===== config.mk =====
export PLATFORM = sky130hd
export DESIGN_NAME = dpm_host
export DESIGN_NICKNAME = d
export VERILOG_FILES = /design/src/hw/dpm_sync.v /design/src/hw/dpm_host.v
export VERILOG_INCLUDE_DIRS = /design/src /design/src/pkg
export SDC_FILE = /design/constraint.sdc
export NUM_CORES = 1
export LEC_CHECK = 0
export BUFFER_PORTS_ARGS = -buffer_cell sky130_fd_sc_hd__buf_2
export CAP_MARGIN = 15
export CORE_MARGIN = 2
export CORE_UTILIZATION = 52
export CTS_CLUSTER_DIAMETER = 50
export DETAILED_ROUTE_END_ITERATION = 7
export GPL_ROUTABILITY_DRIVEN = 0
export PLACE_DENSITY = 0.79
export RECOVER_POWER = 25
export SYNTH_ARGS = -nofsm -noshare
export SYNTH_HDL_FRONTEND = slang
export SYNTH_SLANG_ARGS = --single-unit

===== constraint.sdc =====
create_clock -name clk -period 5.3 [get_ports clk]
set_input_delay 1.06 -clock clk [delete_from_list [all_inputs] [get_ports clk]]
set_output_delay 1.06 -clock clk [all_outputs]
set_load 0.1 [all_outputs]

===== src/pkg/dpm_defines.vh =====
// constants for the dual-port memory host port controller
`ifndef DPM_DEFINES_VH
`define DPM_DEFINES_VH

// array geometry of the largest variant
`define DPM_AW 14
`define DPM_DW 18
`define DPM_LO_MSB 8
`define DPM_HI_LSB 9

// mailbox words: highest word for the right port, next for the left port
`define DPM_MBX_RIGHT 14'h3FFF
`define DPM_MBX_LEFT 14'h3FFE

// token latch address lives in the low three address bits
`define DPM_TOK_AW 3

// user command codes
`define DPM_OP_MEM_RD 2'h0
`define DPM_OP_MEM_WR 2'h1
`define DPM_OP_TOK_RD 2'h2
`define DPM_OP_TOK_WR 2'h3

// role strap level for the lead role
`define DPM_ROLE_LEAD 1'h1

// clock period and pin timing in ns
`define DPM_CLK_NS 50
`define DPM_SELECT_TO_DATA_NS 25
`define DPM_OE_TO_DATA_NS 15
`define DPM_FLOW_THROUGH_NS 35
`define DPM_WRITE_PULSE_NS 20
`define DPM_TOKEN_RECOVER_NS 15

// least times round up to whole clock cycles
`define DPM_CEIL_CYC(ns) (((ns) + `DPM_CLK_NS - 1) / `DPM_CLK_NS)

// stages of the pin synchroniser, added to every read wait
`define DPM_SYNC_CYC 2

// longest wait on an active collision flag, in cycles
`define DPM_BUSY_TIMEOUT_CYC 8'h40

`endif


===== src/hw/dpm_sync.v =====
// two flip-flop synchroniser for pin inputs
`timescale 1ns/10ps
module dpm_sync #(
  parameter W = 1,
  parameter [W-1:0] INIT = {W{1'b0}}
) (
  // clock and reset
  input wire clk,
  input wire rst,
  // asynchronous pin level in, synchronised level out
  input wire [W-1:0] d,
  output reg [W-1:0] q
);

  reg [W-1:0] meta_q;

  // the first stage feeds only the second stage
  always @(posedge clk or posedge rst) begin
    if (rst) begin
      meta_q <= INIT;
      q <= INIT;
    end else begin
      meta_q <= d;
      q <= meta_q;
    end
  end

endmodule


===== src/hw/dpm_host.v =====
// host controller driving one port of a dual-port memory through its pins
`timescale 1ns/10ps
`include "dpm_defines.vh"

// Functional notes
// - write ends on rising strobe edge; data held over that edge.
// - reads wait the flow-through delay before sampling data.
// - memory read asserts chip select and output enable, waits longest delay.
// - token read uses token select instead of chip select, plus output enable.
module dpm_host #(
  parameter RIGHT_PORT = 0
) (
  // clock and reset
  input wire clk,
  input wire rst,
  // user command
  input wire cmd_valid,
  output reg cmd_ready_q,
  input wire [1:0] cmd_op,
  input wire [`DPM_AW-1:0] cmd_addr,
  input wire [`DPM_DW-1:0] cmd_wdata,
  input wire [1:0] cmd_lanes,
  // user answer
  output reg resp_valid_q,
  output reg [`DPM_DW-1:0] resp_rdata_q,
  output reg resp_collided_q,
  // user status
  output reg mail_pending_q,
  output reg busy_now_q,
  // memory port pins
  output reg chip_select_n_q,
  output reg token_select_n_q,
  output reg read_write_n_q,
  output reg output_enable_n_q,
  output reg high_lane_select_n_q,
  output reg low_lane_select_n_q,
  output reg [`DPM_AW-1:0] addr_q,
  output reg [`DPM_DW-1:0] data_o_q,
  output reg data_oe_q,
  input wire [`DPM_DW-1:0] data_i,
  input wire interrupt_n,
  input wire collision_n,
  // role strap pin
  output reg role_lead_q
);

  localparam [2:0] ST_IDLE = 3'h0;
  localparam [2:0] ST_SETUP = 3'h1;
  localparam [2:0] ST_ACTIVE = 3'h2;
  localparam [2:0] ST_END = 3'h3;

  localparam integer SEL_CYC = `DPM_CEIL_CYC(`DPM_SELECT_TO_DATA_NS);
  localparam integer OE_CYC = `DPM_CEIL_CYC(`DPM_OE_TO_DATA_NS);
  localparam integer FLOW_CYC = `DPM_CEIL_CYC(`DPM_FLOW_THROUGH_NS);
  localparam integer ACC_CYC = (SEL_CYC > OE_CYC) ? SEL_CYC : OE_CYC;
  localparam integer WAIT_CYC = (ACC_CYC > FLOW_CYC) ? ACC_CYC : FLOW_CYC;
  localparam integer RD_INT = WAIT_CYC + `DPM_SYNC_CYC;
  localparam integer WR_INT = `DPM_CEIL_CYC(`DPM_WRITE_PULSE_NS);
  localparam integer TOK_INT = `DPM_CEIL_CYC(`DPM_TOKEN_RECOVER_NS);
  // waits are short, so the low byte is the whole count
  localparam [7:0] RD_CYC = RD_INT[7:0];
  localparam [7:0] WR_CYC = WR_INT[7:0];
  localparam [7:0] TOK_CYC = TOK_INT[7:0];
  localparam [7:0] ONE_CYC = 8'h01;

  localparam [`DPM_AW-1:0] MBX_OWN =
    (RIGHT_PORT != 0) ? `DPM_MBX_RIGHT : `DPM_MBX_LEFT;

  reg [2:0] state_q;
  reg [7:0] cnt_q;
  reg [7:0] busy_wait_q;
  reg write_q;
  reg token_q;
  wire [`DPM_DW-1:0] data_s;
  wire int_s;
  wire busy_s;
  wire busy_hold;
  wire busy_expired;
  wire finish;

  // all pin inputs are asynchronous to clk
  dpm_sync #(.W(`DPM_DW), .INIT({`DPM_DW{1'b0}})) u_sync_data (
    .clk(clk),
    .rst(rst),
    .d(data_i),
    .q(data_s)
  );

  dpm_sync #(.W(1), .INIT(1'b1)) u_sync_int (
    .clk(clk),
    .rst(rst),
    .d(interrupt_n),
    .q(int_s)
  );

  dpm_sync #(.W(1), .INIT(1'b1)) u_sync_busy (
    .clk(clk),
    .rst(rst),
    .d(collision_n),
    .q(busy_s)
  );

  // token accesses ignore the collision flag; memory accesses stretch
  assign busy_hold = !busy_s && !token_q;
  assign busy_expired = busy_hold &&
    (busy_wait_q == `DPM_BUSY_TIMEOUT_CYC);
  assign finish = busy_expired || (!busy_hold && (cnt_q == ONE_CYC));

  always @(posedge clk or posedge rst) begin
    if (rst) begin
      state_q <= ST_IDLE;
      cnt_q <= 8'h00;
      busy_wait_q <= 8'h00;
      write_q <= 1'b0;
      token_q <= 1'b0;
      cmd_ready_q <= 1'b0;
      resp_valid_q <= 1'b0;
      resp_rdata_q <= {`DPM_DW{1'b0}};
      resp_collided_q <= 1'b0;
      mail_pending_q <= 1'b0;
      busy_now_q <= 1'b0;
      chip_select_n_q <= 1'b1;
      token_select_n_q <= 1'b1;
      read_write_n_q <= 1'b1;
      output_enable_n_q <= 1'b1;
      high_lane_select_n_q <= 1'b1;
      low_lane_select_n_q <= 1'b1;
      addr_q <= {`DPM_AW{1'b0}};
      data_o_q <= {`DPM_DW{1'b0}};
      data_oe_q <= 1'b0;
      role_lead_q <= 1'b0;
    end else begin
      // strap is held in lead role so the collision flags are outputs
      role_lead_q <= `DPM_ROLE_LEAD;
      mail_pending_q <= !int_s;
      busy_now_q <= !busy_s;
      resp_valid_q <= 1'b0;
      case (state_q)
        ST_IDLE: begin
          cmd_ready_q <= 1'b1;
          if (cmd_valid && cmd_ready_q) begin
            cmd_ready_q <= 1'b0;
            write_q <= cmd_op[0];
            token_q <= cmd_op[1];
            data_o_q <= cmd_wdata;
            data_oe_q <= cmd_op[0];
            if (cmd_op[1]) begin
              // token latch addressed by low bits, lanes kept off
              addr_q <= {{(`DPM_AW-`DPM_TOK_AW){1'b0}},
                cmd_addr[`DPM_TOK_AW-1:0]};
              high_lane_select_n_q <= 1'b1;
              low_lane_select_n_q <= 1'b1;
            end else begin
              addr_q <= cmd_addr;
              high_lane_select_n_q <= !cmd_lanes[1];
              low_lane_select_n_q <= !cmd_lanes[0];
            end
            state_q <= ST_SETUP;
          end
        end
        ST_SETUP: begin
          // address and data settle one cycle before any strobe
          if (token_q) begin
            token_select_n_q <= 1'b0;
          end else begin
            chip_select_n_q <= 1'b0;
          end
          read_write_n_q <= !write_q;
          output_enable_n_q <= write_q;
          cnt_q <= write_q ? WR_CYC : RD_CYC;
          busy_wait_q <= 8'h00;
          state_q <= ST_ACTIVE;
        end
        ST_ACTIVE: begin
          // a lost arbitration holds the strobes until the flag lifts or the busy wait reaches the timeout
          if (busy_hold) begin
            busy_wait_q <= busy_wait_q + ONE_CYC;
          end else begin
            cnt_q <= cnt_q - ONE_CYC;
          end
          if (finish) begin
            // sampled data is two cycles old, hence the longer read wait
            resp_rdata_q <= data_s;
            // an expired wait means the access may not have happened
            resp_collided_q <= busy_expired;
            // rising strobe edge ends a write; data stays driven
            chip_select_n_q <= 1'b1;
            token_select_n_q <= 1'b1;
            read_write_n_q <= 1'b1;
            output_enable_n_q <= 1'b1;
            cnt_q <= (token_q && write_q) ? TOK_CYC : ONE_CYC;
            state_q <= ST_END;
          end
        end
        ST_END: begin
          // hold data past the rising edge; token write needs recovery
          cnt_q <= cnt_q - ONE_CYC;
          if (cnt_q == ONE_CYC) begin
            data_oe_q <= 1'b0;
            high_lane_select_n_q <= 1'b1;
            low_lane_select_n_q <= 1'b1;
            resp_valid_q <= 1'b1;
            state_q <= ST_IDLE;
          end
        end
        default: begin
          state_q <= ST_IDLE;
        end
      endcase
    end
  end

  // own mailbox address, kept unused and not brought out to users; reading it clears the own flag
  wire [`DPM_AW-1:0] mbx_own_unused = MBX_OWN;

endmodule


==> results.md <==
* Multi-input logic area at between 1000 and 1500 um^2
* Max incr delay on CP at approximately 2.0 ns
* Setup Viol. Count Final at 0
* CTS max path bufs at 2
* RSZ-0062 raised after global routing: false
* Row count at 34
* Grt ovf at 0
* Synthesized area per cell at around 14 um^2
* Layout area overhead at 28.0%
* Worst Path Required at 5.90 ns
* Post-synthesis instance total at between 300 and 400
* ANT nets after route at 0
* N_diodes at 0
* Hold slack at ~0.35 ns
* Part of the cycle the worst path needs at 0.622
* YS warnings at 0
* Critical Path Source Type: primary input
* Initial Utilization at 0.533
* Avg WL per Cell at between 10 and 15 um
* Top Ports at between 100 and 150
* Max Transition Viols Final at 85
* TritonRoute pass-1 iters at 4
* CP top delay family: buffers and inverters
* Synthesized flop and latch total at 123
* Failing checks: max-capacitance violations, max-slew violations
* Worst-path clk slew at around 0.060 ns
* CTS sink count at between 100 and 150
* Number of global-route vias before repair at between 3000 and 4000
* Setup CP Type: primary input to async pin
* Seq. cell area at 3090 um^2
* Post-route setup TNS at 0 ns
* EDFF count, synth at 0
* Buffers & Inverters on Critical Path at 3
* Gr usage total at 0.189
* Share of cells above drive strength 1 at 0.463
* Max Clock Freq at between 0.3 and 0.4 GHz
* Distinct cells, synth at 46
* Outcome: finished with violations
* # resized after CTS at 0
* Crit end category: async pin
* Worst Clk Skew at 0.00875 ns
* Fin nets at 534
* Vias at roughly 3000
* Fill cells at roughly 630
* Synth Flop Type: dfrtp_1
* Final HPWL DP at ~5800 um
* Die Wd at about 98 um
* Num CTS Buffers at 17
* PortBufs at 121
* TritonCTS clock tree: done
* Synthesized area at approximately 4600 um^2
* HP Class: register to register
* Global-route wire length before repair at 14200 um
* Async set or reset register ratio after synthesis at 1.00
* Final-report hold violation count at 0
* Total core area at about 8600 um^2
* Most frequent cell after synthesis: dfrtp_1
* Mapped Nets at slightly above 400
* Overall die height at 98.1 um
* Htree depth at 4
* Largest net degree at the start of global routing at 85
* CP max-delay cell: clkinvlp_2
* Crit-path cells: buf_2 > clkinvlp_2 > buf_4
* Max-cap violation count at 1
* Critical Path AT at between 3 and 4 ns
* Starting DRT DRC Count at around 110
* Drt total wl at between 8000 and 9000 um
* Hold-fix buffers, CTS at 0
* Synth top cells by count: dfrtp_1 (113), mux2_2 (45), nand2_1 (27)
* Share of the yosys chip area belonging to registers at 0.671
* Post-synth top area share at 0.614
* Slew HR at -1.36
* Initial antenna violation count at 0
* Postcts setup bufs at 0
* Area of the die at 9620 um^2
* Tightest Pin Transition at approximately 3.5 ns
* Fin crit period at ~3.3 ns
* Largest area contributor in the netlist: dfrtp_1
* Clock root cell: clkbuf_8
* DRC Markers at 0
* CP Max Fanout at 84
* Largest cells by area after synthesis: dfrtp_1 (61%), mux2_2 (11%), dfstp_2 (5.7%)
* Clk_lat worst skew at 0.51 ns
* DR vias/cell at between 5 and 6
-- state kept, by name (all words and copies together), names as in the netlist, 2 cells and up --
register,cells
cnt_q,8
u_sync_data.meta_q,18
addr_q,14
data_o_q,18
state_q,2
resp_rdata_q,18
busy_wait_q,8
u_sync_data.q,18
-- metrics by stage --
stage | std cells | setup WS [ns] | cell area [um^2] | util
after floorplan | 335 | 0.986 | 4600 | -
after global placement | 555 | 2.80 | 5320 | 0.615
after detailed placement | 555 | 2.75 | 5320 | 0.615
after CTS | 587 | 2.73 | 5890 | 0.682
after global routing | 587 | 1.38 | 5890 | 0.682
final | 587 | 2.00 | 5890 | 0.682
-- path summary, 6_finish.rpt --
check	startpoint	to	slack, ns	cells past startpoint
setup / recovery	rst	chip_select_n_q	2.00	3
hold / removal	u_sync_data.meta_q[12]	u_sync_data.q[12]	0.35	0
setup reg to reg	state_q[0]	cnt_q[4]	2.88	7
hold reg to reg	u_sync_data.meta_q[12]	u_sync_data.q[12]	0.35	0
max in group clk	token_select_n_q	token_select_n_q	2.77	1
min in group asynchronous	rst	resp_rdata_q[7]	1.57	2
-- worst register-to-register path: cells and delay by family (launching register included) --
| family | cells | cell delay (ns) |
|---|---|---|
| buf+inv | 1 | 0.13 |
| simple gates | 3 | 0.78 |
| fa+ha+maj | 1 | 0.38 |
| flops | 1 | 0.40 |
| compound gates | 2 | 0.62 |
-- cells by family after synthesis --
group,count (synthesis),share of synthesized area
multiplexers,46,0.112
adder cells (fa/ha/maj),9,0.0245
AND/OR/NAND/NOR,85,0.0992
other,1,0.000815
XOR/XNOR,2,0.00381
flip-flops,123,0.671
buffers and inverters,22,0.0209
AO/OA/AOI/OAI,47,0.0671
-- layout by cell type (no fill, tap or decap), types with 2 or more instances in the layout --
cell,instances
clkbuf_8,2
o21ai_2,2
inv_6,6
a211o_1,2
nand2b_1,13
nor2_1,12
nor3_1,5
inv_1,10
inv_8,3
xor2_1,2
dfstp_2,9
buf_2,121
ha_1,9
o31ai_1,3
clkinvlp_4,2
buf_4,2
dfrtp_1,113
clkinv_4,2
clkbuf_16,16
or2_2,2
a22o_1,2
nand2_1,27
nor4_1,2
o21a_1,3
nand3_1,4
nor2b_1,2
a21oi_1,6
or3_1,4
mux2_2,45
nand4_1,4
o21ai_0,22
-- area by class of cell --
type | instances | share of cell area
Multi-Input combinational cell | 190 | 0.242
Timing Repair Buffer | 123 | 0.105
Inverter | 11 | 0.00722
Sequential cell | 123 | 0.525
Clock buffer | 18 | 0.0726
Clock inverter | 14 | 0.0253
Tap cell | 108 | 0.0229
-- layer usage --
layer / GRT usage / up-vias / routed length (um)
met5: 0 / - / 0
met4: 0.0801 / 0 / 110
met3: 0.0716 / 15 / 547
met2: 0.296 / 85 / 4250
met1: 0.237 / 1434 / 3670
li1: - / 1423 / -
Power is left out: the tool's default activity adds up to more than one toggle a clock period on the data nets, which glitch-free logic cannot reach.
